File: src/include/dmb_pkg.sv
package dmb_pkg;
    // register byte offsets
    localparam logic [11:0] OFS_INSTR = 12'h000;
    localparam logic [11:0] OFS_ADDR = 12'h004;
    localparam logic [11:0] OFS_FLAGS = 12'h008;
    localparam logic [11:0] OFS_PTR_X = 12'h00c;
    localparam logic [11:0] OFS_PTR_Y = 12'h010;
    localparam logic [11:0] OFS_PTR_Z = 12'h014;
    localparam logic [11:0] OFS_SP = 12'h018;
    localparam logic [11:0] OFS_STATUS = 12'h01c;
    localparam logic [11:0] OFS_SLEEP_CTRL = 12'h020;
    localparam logic [11:0] OFS_GPR_BASE = 12'h100;
    localparam logic [11:0] GPR_WIN_MASK = 12'hf80;
    // instruction word fields
    localparam int OP_LSB = 0;
    localparam int OP_W = 5;
    localparam int MODE_LSB = 5;
    localparam int PTR_LSB = 8;
    localparam int REG_LSB = 10;
    localparam int BIT_LSB = 16;
    localparam int DISP_LSB = 24;
    localparam int DISP_W = 6;
    localparam int WANT_POS = 31;
    // flag_register bit positions
    localparam int FL_C = 0;
    localparam int FL_Z = 1;
    localparam int FL_N = 2;
    localparam int FL_V = 3;
    localparam int FL_S = 4;
    localparam int FL_H = 5;
    localparam int FL_T = 6;
    localparam int FL_I = 7;
    // status bit positions
    localparam int ST_BUSY = 0;
    localparam int ST_SLEEP = 1;
    localparam int ST_BRANCH = 2;
    // reset values
    localparam logic [7:0] FLAGS_RST = 8'h00;
    localparam logic [15:0] PTR_RST = 16'h0000;
    localparam logic [15:0] SP_RST = 16'h00df;
    // instruction clock counts minus one
    localparam logic [1:0] CLK_ONE = 2'h0;
    localparam logic [1:0] CLK_TWO = 2'h1;
    localparam logic [1:0] CLK_THREE = 2'h2;

    typedef enum logic [4:0] {
        OP_NOP, OP_RD_PTR, OP_WR_PTR, OP_RD_ABS, OP_WR_ABS, OP_PUSH,
        OP_POP, OP_IO_ON, OP_IO_OFF, OP_ROL, OP_ROR, OP_BIT_OUT,
        OP_BIT_IN, OP_FLAG_ON, OP_FLAG_OFF, OP_SLEEP, OP_KICK, OP_BR_IFLAG
    } dmb_op_t;

    typedef enum logic [1:0] {
        MD_PLAIN, MD_POST_INC, MD_PRE_DEC, MD_DISP
    } dmb_mode_t;

    typedef enum logic [1:0] {PT_X, PT_Y, PT_Z, PT_NONE} dmb_ptr_t;

    typedef enum logic {S_IDLE, S_EXEC} dmb_state_t;
endpackage

File: src/hdl/dmb_core.sv
// The APB interface to the registers and the register addresses were chosen for this implementation.
`timescale 1ns/1ps
// Behaviour
// - post-increment pointer read, two clocks
// - pre-decrement pointer read, two clocks
// - offset read leaves pointer unchanged
// - absolute address read, two clocks
// - post-increment pointer write, two clocks
// - pre-decrement pointer write, two clocks
// - offset write leaves pointer unchanged
// - absolute address write, two clocks
// - push onto stack, two clocks
// - pop from stack, two clocks
// - set one io bit, two clocks
// - clear one io bit, two clocks
// - rotate left through carry, one clock
// - rotate right through carry, one clock
// - copy register bit into T flag
// - copy T flag into register bit
// - set and clear overflow flag only
// - set and clear signed flag only
// - set and clear half-carry flag only
// - sleep takes three clocks, enters low power
// - watchdog kick in one clock
// - branch on global interrupt flag
module dmb_core (
    // clock and reset
    input wire logic pclk,
    input wire logic presetn,
    // apb slave
    input wire logic psel,
    input wire logic penable,
    input wire logic pwrite,
    input wire logic [11:0] paddr,
    input wire logic [31:0] pwdata,
    output logic [31:0] prdata,
    output logic pready,
    output logic pslverr,
    // data memory and stack
    output logic [15:0] dmem_addr,
    output logic dmem_re,
    output logic dmem_we,
    output logic [7:0] dmem_wdata,
    input wire logic [7:0] dmem_rdata,
    // io register space
    output logic [5:0] io_addr,
    output logic io_re,
    output logic io_we,
    output logic [7:0] io_wdata,
    input wire logic [7:0] io_rdata,
    // system
    output logic busy,
    output logic sleep_req,
    output logic wdt_kick,
    output logic branch_taken
);
    import dmb_pkg::*;

    logic [31:0] prdata_ff, instr_ff;
    logic pready_ff, pslverr_ff;
    logic [15:0] addr_ff, x_ff, y_ff, z_ff, sp_ff;
    logic [7:0] flags_ff, dwdata_ff, iowdata_ff;
    logic [15:0] daddr_ff;
    logic dre_ff, dwe_ff, iore_ff, iowe_ff;
    logic [5:0] ioaddr_ff;
    logic busy_ff, first_ff, sleep_ff, sleep_en_ff, kick_ff, branch_ff;
    logic [1:0] cnt_ff;
    dmb_state_t state_ff;
    logic [7:0] rd_data, rf_wdata, rot;
    logic [4:0] rf_raddr, rf_waddr;
    logic rf_we;

    // decoded fields of the incoming and the latched word
    dmb_op_t w_op, i_op;
    dmb_mode_t w_mode;
    dmb_ptr_t w_ptr;
    logic [15:0] w_pval, w_addr;
    logic [2:0] i_bit;
    logic [7:0] i_mask;
    logic acc, wr_acc, is_gpr, legal, start, e1;

    function automatic logic [1:0] op_clocks(input dmb_op_t op);
        unique case (op)
            OP_RD_PTR, OP_WR_PTR, OP_RD_ABS, OP_WR_ABS, OP_PUSH, OP_POP,
            OP_IO_ON, OP_IO_OFF: op_clocks = CLK_TWO;
            OP_SLEEP: op_clocks = CLK_THREE;
            default: op_clocks = CLK_ONE;
        endcase
    endfunction

    function automatic logic [15:0] ptr_addr(input dmb_mode_t md,
            input logic [15:0] p, input logic [DISP_W-1:0] q);
        unique case (md)
            MD_PRE_DEC: ptr_addr = p - 16'h0001;
            MD_DISP: ptr_addr = p + {10'h000, q};
            default: ptr_addr = p;
        endcase
    endfunction

    function automatic logic [15:0] ptr_next(input dmb_mode_t md,
            input logic [15:0] p);
        unique case (md)
            MD_POST_INC: ptr_next = p + 16'h0001;
            MD_PRE_DEC: ptr_next = p - 16'h0001;
            default: ptr_next = p;
        endcase
    endfunction

    assign w_op = dmb_op_t'(pwdata[OP_LSB +: OP_W]);
    assign w_mode = dmb_mode_t'(pwdata[MODE_LSB +: 2]);
    assign w_ptr = dmb_ptr_t'(pwdata[PTR_LSB +: 2]);
    assign i_op = dmb_op_t'(instr_ff[OP_LSB +: OP_W]);
    assign i_bit = instr_ff[BIT_LSB +: 3];
    assign i_mask = 8'h01 << i_bit;
    assign w_pval = (w_ptr == PT_X) ? x_ff :
                    (w_ptr == PT_Y) ? y_ff : z_ff;
    assign w_addr = ptr_addr(w_mode, w_pval, pwdata[DISP_LSB +: DISP_W]);

    assign acc = psel && penable && pready_ff;
    assign wr_acc = acc && pwrite;
    assign is_gpr = (paddr & GPR_WIN_MASK) == OFS_GPR_BASE;
    // offset addressing exists only for the middle and last pointer
    assign legal = (w_op <= OP_BR_IFLAG) && !((w_op == OP_RD_PTR ||
        w_op == OP_WR_PTR) && (w_ptr == PT_NONE ||
        (w_mode == MD_DISP && w_ptr == PT_X)));
    assign start = wr_acc && paddr == OFS_INSTR && !busy_ff && legal;
    assign e1 = state_ff == S_EXEC && first_ff;
    assign rot = (i_op == OP_ROL) ? {rd_data[6:0], flags_ff[FL_C]} :
                 {flags_ff[FL_C], rd_data[7:1]};

    // register file ports
    always_comb begin
        rf_raddr = start ? pwdata[REG_LSB +: 5] : paddr[6:2];
        rf_we = 1'b0;
        rf_waddr = instr_ff[REG_LSB +: 5];
        rf_wdata = dmem_rdata;
        if (e1) begin
            unique case (i_op)
                OP_RD_PTR, OP_RD_ABS, OP_POP: begin
                    rf_we = 1'b1;
                end
                OP_ROL, OP_ROR: begin
                    rf_we = 1'b1;
                    rf_wdata = rot;
                end
                OP_BIT_IN: begin
                    rf_we = 1'b1;
                    rf_wdata = flags_ff[FL_T] ? (rd_data | i_mask) :
                               (rd_data & ~i_mask);
                end
                default: rf_we = 1'b0;
            endcase
        end else if (wr_acc && is_gpr && !busy_ff) begin
            rf_we = 1'b1;
            rf_waddr = paddr[6:2];
            rf_wdata = pwdata[7:0];
        end
    end

    dmb_regfile #(.DEPTH(32), .AW(5), .DW(8)) u_rf (
        .pclk(pclk),
        .we(rf_we),
        .waddr(rf_waddr),
        .wdata(rf_wdata),
        .raddr(rf_raddr),
        .rdata(rd_data)
    );

    // apb: one wait state, error on unmapped or refused access
    always_ff @(posedge pclk or negedge presetn) begin
        if (!presetn) begin
            pready_ff <= 1'b0;
            pslverr_ff <= 1'b0;
            prdata_ff <= 32'h0000_0000;
        end else begin
            pready_ff <= psel && penable && !pready_ff;
            if (psel && penable && !pready_ff) begin
                pslverr_ff <= 1'b0;
                prdata_ff <= 32'h0000_0000;
                if (is_gpr) begin
                    pslverr_ff <= busy_ff;
                    prdata_ff <= {24'h000000, rd_data};
                end else begin
                    unique case (paddr)
                        OFS_INSTR: begin
                            prdata_ff <= instr_ff;
                            pslverr_ff <= pwrite && (busy_ff || !legal);
                        end
                        OFS_ADDR: prdata_ff <= {16'h0000, addr_ff};
                        OFS_FLAGS: prdata_ff <= {24'h000000, flags_ff};
                        OFS_PTR_X: prdata_ff <= {16'h0000, x_ff};
                        OFS_PTR_Y: prdata_ff <= {16'h0000, y_ff};
                        OFS_PTR_Z: prdata_ff <= {16'h0000, z_ff};
                        OFS_SP: prdata_ff <= {16'h0000, sp_ff};
                        OFS_STATUS: prdata_ff <= {29'h0, branch_ff,
                                                  sleep_ff, busy_ff};
                        OFS_SLEEP_CTRL: prdata_ff <= {31'h0, sleep_en_ff};
                        default: pslverr_ff <= 1'b1;
                    endcase
                    if (pwrite && paddr != OFS_INSTR &&
                            paddr != OFS_STATUS && busy_ff) begin
                        pslverr_ff <= 1'b1;
                    end
                end
            end
        end
    end

    // sequencer
    always_ff @(posedge pclk or negedge presetn) begin
        if (!presetn) begin
            state_ff <= S_IDLE;
            busy_ff <= 1'b0;
            first_ff <= 1'b0;
            cnt_ff <= CLK_ONE;
            instr_ff <= 32'h0000_0000;
        end else begin
            first_ff <= start;
            if (start) begin
                state_ff <= S_EXEC;
                busy_ff <= 1'b1;
                cnt_ff <= op_clocks(w_op);
                instr_ff <= pwdata;
            end else if (state_ff == S_EXEC) begin
                if (cnt_ff == CLK_ONE) begin
                    state_ff <= S_IDLE;
                    busy_ff <= 1'b0;
                end else begin
                    cnt_ff <= cnt_ff - 2'h1;
                end
            end
        end
    end

    // pointers, stack pointer and absolute address
    always_ff @(posedge pclk or negedge presetn) begin
        if (!presetn) begin
            x_ff <= PTR_RST;
            y_ff <= PTR_RST;
            z_ff <= PTR_RST;
            sp_ff <= SP_RST;
            addr_ff <= PTR_RST;
        end else if (start) begin
            if (w_op == OP_RD_PTR || w_op == OP_WR_PTR) begin
                unique case (w_ptr)
                    PT_X: x_ff <= ptr_next(w_mode, x_ff);
                    PT_Y: y_ff <= ptr_next(w_mode, y_ff);
                    PT_Z: z_ff <= ptr_next(w_mode, z_ff);
                    default: x_ff <= x_ff;
                endcase
            end
            if (w_op == OP_PUSH) begin
                sp_ff <= sp_ff - 16'h0001;
            end else if (w_op == OP_POP) begin
                sp_ff <= sp_ff + 16'h0001;
            end
        end else if (wr_acc && !busy_ff) begin
            unique case (paddr)
                OFS_PTR_X: x_ff <= pwdata[15:0];
                OFS_PTR_Y: y_ff <= pwdata[15:0];
                OFS_PTR_Z: z_ff <= pwdata[15:0];
                OFS_SP: sp_ff <= pwdata[15:0];
                OFS_ADDR: addr_ff <= pwdata[15:0];
                default: sp_ff <= sp_ff;
            endcase
        end
    end

    // data memory and stack requests
    always_ff @(posedge pclk or negedge presetn) begin
        if (!presetn) begin
            daddr_ff <= PTR_RST;
            dre_ff <= 1'b0;
            dwe_ff <= 1'b0;
            dwdata_ff <= 8'h00;
        end else begin
            dre_ff <= 1'b0;
            dwe_ff <= 1'b0;
            if (start) begin
                unique case (w_op)
                    OP_RD_PTR, OP_WR_PTR: begin
                        daddr_ff <= w_addr;
                    end
                    OP_RD_ABS, OP_WR_ABS: begin
                        daddr_ff <= addr_ff;
                    end
                    OP_PUSH: daddr_ff <= sp_ff;
                    OP_POP: daddr_ff <= sp_ff + 16'h0001;
                    default: daddr_ff <= daddr_ff;
                endcase
                dre_ff <= w_op == OP_RD_PTR || w_op == OP_RD_ABS ||
                          w_op == OP_POP;
            end
            if (e1 && (i_op == OP_WR_PTR || i_op == OP_WR_ABS ||
                    i_op == OP_PUSH)) begin
                dwe_ff <= 1'b1;
                dwdata_ff <= rd_data;
            end
        end
    end

    // io read-modify-write
    always_ff @(posedge pclk or negedge presetn) begin
        if (!presetn) begin
            ioaddr_ff <= 6'h00;
            iore_ff <= 1'b0;
            iowe_ff <= 1'b0;
            iowdata_ff <= 8'h00;
        end else begin
            iore_ff <= 1'b0;
            iowe_ff <= 1'b0;
            if (start && (w_op == OP_IO_ON || w_op == OP_IO_OFF)) begin
                ioaddr_ff <= addr_ff[5:0];
                iore_ff <= 1'b1;
            end
            if (e1 && i_op == OP_IO_ON) begin
                iowe_ff <= 1'b1;
                iowdata_ff <= io_rdata | i_mask;
            end else if (e1 && i_op == OP_IO_OFF) begin
                iowe_ff <= 1'b1;
                iowdata_ff <= io_rdata & ~i_mask;
            end
        end
    end

    // flag_register
    always_ff @(posedge pclk or negedge presetn) begin
        if (!presetn) begin
            flags_ff <= FLAGS_RST;
        end else if (e1) begin
            unique case (i_op)
                OP_ROL, OP_ROR: begin
                    flags_ff[FL_C] <= (i_op == OP_ROL) ? rd_data[7] :
                                      rd_data[0];
                    flags_ff[FL_Z] <= rot == 8'h00;
                    flags_ff[FL_N] <= rot[7];
                    flags_ff[FL_V] <= rot[7] ^ ((i_op == OP_ROL) ?
                                      rd_data[7] : rd_data[0]);
                end
                OP_BIT_OUT: flags_ff[FL_T] <= rd_data[i_bit];
                OP_FLAG_ON: flags_ff[i_bit] <= 1'b1;
                OP_FLAG_OFF: begin
                    flags_ff[i_bit] <= 1'b0;
                end
                default: flags_ff <= flags_ff;
            endcase
        end else if (wr_acc && !busy_ff && paddr == OFS_FLAGS) begin
            flags_ff <= pwdata[7:0];
        end
    end

    // sleep, watchdog kick, branch result
    always_ff @(posedge pclk or negedge presetn) begin
        if (!presetn) begin
            sleep_en_ff <= 1'b0;
            sleep_ff <= 1'b0;
            kick_ff <= 1'b0;
            branch_ff <= 1'b0;
        end else begin
            kick_ff <= start && w_op == OP_KICK;
            if (wr_acc && !busy_ff && paddr == OFS_SLEEP_CTRL) begin
                sleep_en_ff <= pwdata[0];
            end
            if (start) begin
                sleep_ff <= w_op == OP_SLEEP && sleep_en_ff;
                branch_ff <= 1'b0;
            end
            if (e1 && i_op == OP_BR_IFLAG) begin
                branch_ff <= flags_ff[FL_I] == instr_ff[WANT_POS];
            end
        end
    end

    assign prdata = prdata_ff;
    assign pready = pready_ff;
    assign pslverr = pslverr_ff;
    assign dmem_addr = daddr_ff;
    assign dmem_re = dre_ff;
    assign dmem_we = dwe_ff;
    assign dmem_wdata = dwdata_ff;
    assign io_addr = ioaddr_ff;
    assign io_re = iore_ff;
    assign io_we = iowe_ff;
    assign io_wdata = iowdata_ff;
    assign busy = busy_ff;
    assign sleep_req = sleep_ff;
    assign wdt_kick = kick_ff;
    assign branch_taken = branch_ff;
endmodule

File: src/hdl/dmb_regfile.sv
`timescale 1ns/1ps
module dmb_regfile #(
    parameter int DEPTH = 32,
    parameter int AW = 5,
    parameter int DW = 8
) (
    // clock
    input wire logic pclk,
    // write port
    input wire logic we,
    input wire logic [AW-1:0] waddr,
    input wire logic [DW-1:0] wdata,
    // read port
    input wire logic [AW-1:0] raddr,
    output logic [DW-1:0] rdata
);
    logic [DW-1:0] mem [DEPTH];

    always_ff @(posedge pclk) begin
        if (we) begin
            mem[waddr] <= wdata;
        end
    end

    // registered read, write-first
    always_ff @(posedge pclk) begin
        if (we && waddr == raddr) begin
            rdata <= wdata;
        end else begin
            rdata <= mem[raddr];
        end
    end
endmodule

File: config.mk
export PLATFORM = sky130hd
export DESIGN_NAME = dmb_core
export DESIGN_NICKNAME = d
export VERILOG_FILES = /design/src/include/dmb_pkg.sv /design/src/hdl/dmb_core.sv /design/src/hdl/dmb_regfile.sv
export SDC_FILE = /design/constraint.sdc
export NUM_CORES = 1
export LEC_CHECK = 0
export ABC_CLOCK_PERIOD_IN_PS = 3300
export BUFFER_PORTS_ARGS = -buffer_cell sky130_fd_sc_hd__buf_2
export CAP_MARGIN = 30
export CORE_UTILIZATION = 40
export CTS_CLUSTER_DIAMETER = 30
export DETAILED_ROUTE_END_ITERATION = 6
export MAX_ROUTING_LAYER = met4
export PLACE_DENSITY = 0.64
export SLEW_MARGIN = 20
export SYNTH_ARGS = -nofsm -noshare
export SYNTH_HDL_FRONTEND = slang
export SYNTH_SLANG_ARGS = --single-unit
File: constraint.sdc
create_clock -name pclk -period 3.3 [get_ports pclk]
set_clock_uncertainty 0.2 [all_clocks]
set_input_delay 0.165 -clock pclk [delete_from_list [all_inputs] [get_ports pclk]]
set_output_delay 0.165 -clock pclk [all_outputs]
set_load 0.01 [all_outputs]
# Word-level counts from Yosys, hierarchy flattened
# Memory sizes are Yosys's and may differ from the RTL's. A register that Yosys moved wholly into a read port is not among the register bits.
# Index checks and enable logic that the tools add are counted.
dict set report op_classes {
  add_sub_neg 11
  n_mul 0
  div 0
  n_lt_le_gt_ge 3
  eq_ne 52
  n_shift 1
  n_mux 75
  n_bitwise 10
  reduce_logical 72
}
# op n
set ops {}
lappend ops {{16-bit 2-to-1 mux} 22}
lappend ops {{32-bit one-hot mux with 9 select lines} 1}
lappend ops {{16-bit one-hot mux with 2 select lines} 4}
lappend ops {{16-bit by 1-bit subtractor with 16-bit output, second input constant} 5}
lappend ops {{16-bit by 1-bit adder with 16-bit output, second input constant} 4}
lappend ops {{8-bit 2-to-1 mux} 8}
lappend ops {{16-bit one-hot mux with 4 select lines} 1}
lappend ops {{12-bit by 5-bit == test with 1-bit output, second input constant} 4}
lappend ops {{5-bit by 4-bit == test with 1-bit output, second input constant} 9}
lappend ops {{5-bit by 3-bit == test with 1-bit output, second input constant} 8}
lappend ops {{32-bit 2-to-1 mux} 1}
lappend ops {{1-bit logical AND} 28}
lappend ops {{5-bit by 2-bit == test with 1-bit output, second input constant} 5}
lappend ops {{8-bit bitwise AND} 3}
lappend ops {{12-bit by 4-bit == test with 1-bit output, second input constant} 2}
lappend ops {{8-bit bitwise OR} 3}
lappend ops {{1-bit 2-to-1 mux} 23}
lappend ops {{2-bit nonzero test} 10}
lappend ops {{16-bit by 6-bit adder with 16-bit output} 1}
lappend ops {{8-bit NOT} 2}
lappend ops {{8-bit one-hot mux with 2 select lines} 1}
lappend ops {{5-bit 2-to-1 mux} 3}
lappend ops {{5-bit AND reduction} 3}
lappend ops {{12-bit by 3-bit == test with 1-bit output, second input constant} 1}
lappend ops {{37 further kinds} 72}
dict set report word_totals {
  register_bits 205
  latchBits 0
  ramBits 256
  rom_bits 32
  input_bits 65
  output_inout_bits 80
  word_cells 254
  memories 2
}
# memory words word_bits read_ports rd_clocked_by_memory_dff write_ports line_no
set mem_list {}
lappend mem_list {u_rf.mem 32 8 1 1 1 dmb_regfile.sv:17} ;# logic [DW-1:0] mem [DEPTH];
lappend mem_list {{(name not given)} 16 2 1 0 0 dmb_core.sv:83} ;# unique case (op)

# Depth between registers and ports, before layout
# Gate-level depths: netlist of run 1.
dict set report depth {
  depth_word 12
  depth_mapped 16
  ltp_nobuf 15
}

# Modules after synthesis
# From an unflattened synthesis of run 1, not the netlist that was laid out.
dict set report unflattened {
  hier_cells 2116
  hier_area_um2 24340.8
}
# mod n_inst cells_each area_each_um2 seq_area_each_um2
set modules_own_cells {}
lappend modules_own_cells {dmb_core 1 1702 14347.5 5138.7}
lappend modules_own_cells {dmb_regfile 1 414 9993.3 7787.5}

# Least setup slack after synthesis of run 1
# Ideal clock, no wire load.
dict set report synth_path {
  path_kind {in2reg}
  startpoint {in pwdata[5]}
  endpoint {reg x_ff[12]}
  setup_time_ns 0.125
  t_arrival_ns 3.639
  required_time_ns 2.975
  path_slack_ns -0.663
  path_stages 14
  n_path_buf 2
  cell_sequence {clkbuf_1 -> nand2b_1 -> clkbuf_1 -> inv_1 -> ha_1 -> nor2b_1 -> o21ai_0 -> a21boi_0 -> or4_1 -> a211oi_1 -> nor3_1 -> xnor2_1 -> o21ai_0 -> mux2_2}
}
dict set report synth_via {
  elab_chain_cells 9
  elab_cells_between_ends 19
  cone_classes {eq/ne (6); mux (4); reduce/logical (9)}
}
# element line_no
set synth_rtl {}
lappend synth_rtl {{start, declared} dmb_core.sv:35} ;# input wire logic [31:0] pwdata,
lappend synth_rtl {{2-bit == test} dmb_core.sv:125} ;# (w_mode == MD_DISP && w_ptr == PT_X)));
lappend synth_rtl {{1-bit logical AND} dmb_core.sv:125}
lappend synth_rtl {{1-bit logical OR} dmb_core.sv:124} ;# w_op == OP_WR_PTR) && (w_ptr == PT_NONE ||
lappend synth_rtl {{1-bit logical AND} dmb_core.sv:124}
lappend synth_rtl {{1-bit zero test} dmb_core.sv:123} ;# assign legal = (w_op <= OP_BR_IFLAG) && !((w_op == OP_RD_PTR ||
lappend synth_rtl {{1-bit logical AND} dmb_core.sv:123}
lappend synth_rtl {{1-bit logical AND} dmb_core.sv:126} ;# assign start = wr_acc && paddr == OFS_INSTR && !busy_ff && legal;
lappend synth_rtl {{3-bit by 1-bit != test with 1-bit output (no line) (tied with other cells)} --}
lappend synth_rtl {{5-bit AND reduction (no line)} --}
lappend synth_rtl {{end signal, assigned} dmb_core.sv:246} ;# PT_X: x_ff <= ptr_next(w_mode, x_ff);
lappend synth_rtl {{end signal, assigned} dmb_core.sv:259} ;# OFS_PTR_X: x_ff <= pwdata[15:0];
lappend synth_rtl {{end, declared} dmb_core.sv:61} ;# logic [15:0] addr_ff, x_ff, y_ff, z_ff, sp_ff;
# Several ways; a longest one is shown, not always the timed one. The select of a mux whose other input is x is not followed.
# A chain may end at the register's enable or synchronous reset.

==> results.ini, run 1 <==
[placed_design]
gp_congestion = 1.00
dp_hpwl_um = 55600
port-buffer-count = 144
placedCellCount = 3225

[power_and_ir_drop]
p_per_area_mw_per_mm2 = 536
irDropWorstVdd_uv = 360
power.leakage_nw = 13.6
p_total_mw = 17.6

[sta]
hold_violations = 0
min_period_over_period_pct = 108
worst_pin_slew_ns = 0.974
worst_slack_ns = -0.275
grt_setup_unrepaired = true
max_freq_mhz = 280
setup_violations = 225
drv_slew = 0
relSlewSlack_pct = 33.2
period_minus_slack_ns = 3.57

[setup_path]
startpoint_type = flip-flop
critPathCaptureType = flip-flop
critPathKind = flip-flop to flip-flop
critPathRequiredTime_ns = 3.50
cp_max_fo = 9
r2r_cells = 13
worstPathArrival_ns = 3.78

[logic_synthesis]
syn_nets = 2323
synth_fa_ha_area_share_pct = 3.41
synth_cell_types = 85
ys_top_cells_by_area = edfxtp_1, dfrtp_1, mux4_2, nand2_1, o21ai_0
synth.top_cells.by_count = nand2_1, edfxtp_1, dfrtp_1
synth_most_common_cell = nand2_1
syn_avg_cell_area_um2 = 11.1
synthArstFlopShare_pct = 44.0
synth-edff-count = 256
seq_area_frac_synth_pct = 53.1
synth-seq-cells = 466
synth.area.mux_share_pct = 10.0
post-synth-top-area-fraction_pct = 31.6
synth_compound_area_share_pct = 14.8
synth_top_family_by_area = compound AO/OA/AOI/OAI gates
ys.warnings.count = 0
ys.flop_type = edfxtp_1
synth-xor-area-share_pct = 2.34
synth_top_area_cell = edfxtp_1
synthSimpleGateAreaFrac_pct = 13.3
syn_area_mm2 = 0.0243
synthCells = 2194

[floorplan]
die_w_um = 249
die_area_mm2 = 0.0618
rows = 90
start_util_pct = 40.4
coreArea_mm2 = 0.0602
ioPinCount = 145
die_y_um = 249

[global_route]
grt_pass1_wl_um = 124000
grt.total_usage_pct = 26.9
grt_max_degree = 70
grt_pass1_vias = 20600
antenna_found_initial = 4
grtUsageMet1_pct = 34.9
grt_most_used_layer = met2
grt_overflow_total = 0
grt_use_met2_pct = 41.3
use_met3_pct = 5.24

[job]
maxCapViolations = 0

[layout]
instances_no_fill = 3514
fin_nets = 2779
drive_above_1_share_pct = 30.2
area_delta_synth_final_pct = 35.0

[detailed_routing]
post_drt_wl_per_cell_um = 23.9
firstDrtPassIters = 7
drt_iter0_drc = 2737
drtAntennaViolNets = 0
drc = 27
vias = 21000
totalWireLength_um = 84100
viasPerCell = 5.98

[cts]
htree_levels = 3
cts_root_buf = clkbuf_16
cts.path.max_buffers = 3
cts_tree = yes
clk_pin_slew_ns = 0.05
insertion_delay_ns = 0.66
cts_made_buffers = 93
cts.sink_count = 466

[hold_path]
hold_path.class = input pin to flip-flop
hold-path-cell-count = 4

[run_status]
status = finished, violations left
violations = DRC, setup timing

## final cells by class
type                    instances  area, um^2
clock buffers                 110        2500
flip-flops and latches        466       12900
inverters                      39         150
diodes                          4        10.0
repair buffers                498        4140
fillers                      4862       27400
clock inverters                63         878
multi-input cells            1552       11300
well taps                     782         978
## sequential cells by signal, indices dropped and copies added (netlist names), 2 cells and up, named ones only
name and flops:
cnt_ff 2, addr_ff 16, x_ff 16, u_rf.mem 256, io_wdata 8, sp_ff 16
io_addr 6, dmem_wdata 8, dmem_addr 16, z_ff 16, y_ff 16, instr_ff 32
prdata 32, flags_ff 5
## path summary, 6_finish.rpt
kind	start	end	slack (ns)
min reg2reg	dmem_addr[2]	dmem_addr[2]	0.27
max	flip-flop	u_rf.mem[5][2]	-0.27
min in group asynchronous	presetn	sp_ff[1]	0.51
max reg2reg	flip-flop	u_rf.mem[5][2]	-0.27
max in group asynchronous	presetn	addr_ff[12]	1.77
min	pwdata[21]	instr_ff[21]	0.05
## stage by stage
step	hold slack (ns)	instance area [um^2]	setup slack, ns	util [%]	setup TNS [ns]
after floorplan	-0.331	24500	-0.282	-	-1.15
after global placement	-0.0182	27700	-0.323	46.0	-50.94
after detailed placement	-0.0173	27800	-0.403	46.1	-57.75
after CTS	0.0133	32100	-0.158	53.3	-21.63
after global routing	0.0477	32900	-0.363	54.5	-62.03
final	0.0532	32900	-0.275	54.5	-45.72
## report_power, final
group	total (mW)	switching [mW]	internal [mW]
registers	6.22	0.0278	6.20
logic	1.31	0.714	0.593
clock network	10.1	3.41	6.67
total	17.6	4.15	13.5
## metal layers
layer / wire length, um / up-vias / part of all wire, %
met2: 38800 / 1167 / 46
met1: 34000 / 10400 / 40
met3: 7820 / 229 / 9.3
li1: - / 9183 / -
met4: 3480 / 0 / 4.1
met5: 0 / - / 0
## layout by cell type (no fill, tap or decap), types with 66 or more instances in the layout
master / synthesis / layout
a21oi_1: 152 / 135
buf_2: 23 / 142
buf_4: 3 / 235
clkbuf_16: 0 / 102
dfrtp_1: 198 / 198
edfxtp_1: 256 / 256
mux4_2: 65 / 66
nand2_1: 291 / 290
nor2_1: 146 / 139
o21ai_0: 176 / 156
## critical path, cell delays in order, from the launching register on
cell,delay [ns]
dfxtp_4,0.39
buf_12,0.15
buf_6,0.11
buf_4,0.10
mux4_1,0.53
mux4_2,0.48
a211oi_2,0.19
buf_4,0.20
nor2_2,0.06
a21oi_2,0.15
o22ai_1,0.10
a211oi_2,0.26
a21oi_4,0.15
buf_6,0.22
## timing repair
item | CTS | global route
setup buffers | 12 | 25
hold endpoints to repair | 323 | 0
cloned | 6 | 11
hold buffers | 59 | 0
pin swaps | 11 | 20
resized for setup | 48 | 73
setup endpoints to repair | 265 | 276
## kinds of logic (layout without fill, tap and decap cells)
group,count (synthesis),after routing
AO/OA/AOI/OAI,570,573
flip-flops,466,466
adder cells (fa/ha/maj),64,64
XOR/XNOR,65,65
other,0,4
multiplexers,154,154
AND/OR/NAND/NOR,696,696
buffers and inverters,179,710
(Power assumes the default switching activity.)
==> inputs of run 2 (changes only) <==
--- a/config.mk
+++ b/config.mk
@@ -13,6 +13,7 @@
 export DETAILED_ROUTE_END_ITERATION = 6
 export MAX_ROUTING_LAYER = met4
 export PLACE_DENSITY = 0.64
+export RECOVER_POWER = 50
 export SLEW_MARGIN = 20
 export SYNTH_ARGS = -nofsm -noshare
 export SYNTH_HDL_FRONTEND = slang
==> results.ini, run 2 (same netlist as run 1, synthesis figures left out) <==
[run_status]
status = finished, violations left  ; unchanged
violations = DRC, capacitance limit, slew limit, setup timing  ; was DRC, setup timing

[cts]
insertion_delay_ns = 0.66  ; about the same
cts_made_buffers = 93  ; unchanged
cts_root_buf = clkbuf_16  ; unchanged
cts.path.max_buffers = 3  ; unchanged
cts.sink_count = 466  ; unchanged
htree_levels = 3  ; unchanged
clk_pin_slew_ns = 0.05  ; about the same
cts_tree = yes  ; unchanged

[sta]
drv_slew = 27  ; was 0
period_minus_slack_ns = 3.57  ; about the same
hold_violations = 0  ; unchanged
setup_tns_ns = -44.38  ; was -45.72 ns
max_freq_mhz = 280  ; about the same
worst_slack_ns = -0.271  ; was -0.275 ns
worst_pin_slew_ns = 1.78  ; was 0.974 ns
setup_violations = 225  ; unchanged
min_period_over_period_pct = 108  ; about the same
relSlewSlack_pct = -18.5  ; was 33.2%
grt_setup_unrepaired = true  ; unchanged
hold_ws_ns = 0.0522  ; was 0.0532 ns

[global_route]
grt_overflow_total = 0  ; unchanged
grt_pass1_vias = 20600  ; unchanged
antenna_found_initial = 4  ; unchanged
grt_pass1_wl_um = 124000  ; unchanged
grt_max_degree = 70  ; unchanged
grt.total_usage_pct = 26.9  ; unchanged

[placed_design]
gp_congestion = 1.00  ; unchanged
placedCellCount = 3225  ; unchanged
postPlaceCellArea_mm2 = 0.0278  ; unchanged
port-buffer-count = 144  ; unchanged
post-place-ws_ns = -0.403  ; unchanged
dp_hpwl_um = 55600  ; unchanged

[hold_path]
hold_path.class = input pin to flip-flop  ; unchanged
min_from = pwdata[21]  ; unchanged

[detailed_routing]
firstDrtPassIters = 7  ; unchanged
viasPerCell = 5.97  ; was 5.98
post_drt_wl_per_cell_um = 23.9  ; about the same
drc = 6  ; was 27
drt_iter0_drc = 2698  ; was 2737
totalWireLength_um = 84100  ; about the same
vias = 21000  ; about the same
drtAntennaViolNets = 0  ; unchanged

[floorplan]
ioPinCount = 145  ; unchanged
rows = 90  ; unchanged
start_util_pct = 40.4  ; unchanged
coreArea_mm2 = 0.0602  ; unchanged
die_area_mm2 = 0.0618  ; unchanged
die_y_um = 249  ; unchanged
die_w_um = 249  ; unchanged

[layout]
largest_reg_flops = 256  ; unchanged
instances_no_fill = 3514  ; unchanged
drive_above_1_share_pct = 27.2  ; was 30.2%
area_delta_synth_final_pct = 34.4  ; was 35.0%
fin_nets = 2779  ; unchanged
utilization_pct = 54.3  ; was 54.5%
fin_area_mm2 = 0.0327  ; was 0.0329 mm^2
final_cell_mix = nand2_1, edfxtp_1, buf_4, dfrtp_1, o21ai_0  ; unchanged
fillers = 4924  ; was 4862
largest-register = u_rf.mem  ; unchanged
final_common_cell = nand2_1  ; unchanged

[power_and_ir_drop]
irDropWorstVdd_uv = 359  ; was 360 uV
power.leakage_nw = 13.3  ; was 13.6 nW
p_per_area_mw_per_mm2 = 538  ; was 536 mW/mm^2
p_total_mw = 17.6  ; about the same

[setup_path]
worst_path_max_delay_cell = mux4_1  ; unchanged
critPathKind = flip-flop to flip-flop  ; unchanged
worstPathArrival_ns = 3.77  ; was 3.78 ns
crit_family = multiplexers  ; unchanged
critPathRequiredTime_ns = 3.50  ; about the same
startpoint_type = flip-flop  ; unchanged
cp_max_fo = 9  ; unchanged
crit_chain = buf_12 -> buf_6 -> buf_4 -> mux4_1 -> mux4_2 -> a211oi_2 -> buf_4 -> nor2_2 -> a21oi_2 -> o22ai_1 -> a211oi_2 -> a21oi_4 -> buf_6  ; unchanged
critPathCaptureType = flip-flop  ; unchanged
max_stage_delay_ns = 0.53  ; about the same
critical_path_buf_inv_count = 5  ; unchanged

[job]
maxCapViolations = 1  ; was 0

==> run 2: cell types whose count changed in the layout (fill, tap and decap cells not counted), sizes merged <==
cell,before,now
clkbuf,116,202
buf,434,348
==> run 2: final cells by class <==
cell class | count | area [um^2] | share of cell area (%)
Tap cell | 782 | 978 | 2.99
Clock buffer | 110 | 2500 | 7.66
Antenna cell | 4 | 10.0 | 0.0306
Inverter | 39 | 150 | 0.459
Clock inverter | 63 | 878 | 2.69
Timing Repair Buffer | 498 | 3980 | 12.2
Multi-Input combinational cell | 1552 | 11300 | 34.4
Sequential cell | 466 | 12900 | 39.5
==> run 2: worst paths after layout <==
check,depth (start not counted),end,slack (ns)
max,13,u_rf.mem[5][2],-0.27
min,4,instr_ff[21],0.05
max reg2reg,13,u_rf.mem[5][2],-0.27
min reg2reg,2,instr_ff[25],0.28
max in group asynchronous,4,dmem_wdata[6],0.45
min in group asynchronous,3,sp_ff[1],1.18
==> run 2: report_power, final <==
group / internal, mW / leakage, nW / switching (mW)
Sequential: 6.20 / 5.04 / 0.0289
Combinational: 0.577 / 6.62 / 0.714
Clock: 6.67 / 1.62 / 3.41
Total: 13.4 / 13.3 / 4.15
==> run 2: worst reg2reg max path, cell delays in order, from the launching register on <==
cell and delay (ns):
dfxtp_4 0.39, buf_12 0.16, buf_6 0.11, buf_4 0.10, mux4_1 0.53, mux4_2 0.48
a211oi_2 0.19, buf_4 0.20, nor2_2 0.06, a21oi_2 0.15, o22ai_1 0.10, a211oi_2 0.26
a21oi_4 0.15, buf_6 0.23
==> run 2: timing repair <==
action | in CTS | in global routing
buffers inserted | 12 | 25
gates cloned | 6 | 11
pin swaps | 11 | 20
setup endpoints to repair | 265 | 276
hold buffers | 59 | 0
resized for setup | 48 | 73
endpoints found under the hold margin | 323 | 0
==> run 2: layer usage <==
| metal | global-route usage, % | routed length, um | up-vias |
|---|---|---|---|
| li1 | - | - | 9200 |
| met1 | 34.9 | 33800 | 10400 |
| met2 | 41.3 | 38800 | 1156 |
| met3 | 5.24 | 7840 | 261 |
| met4 | 11.5 | 3660 | 0 |
| met5 | - | 0 | - |
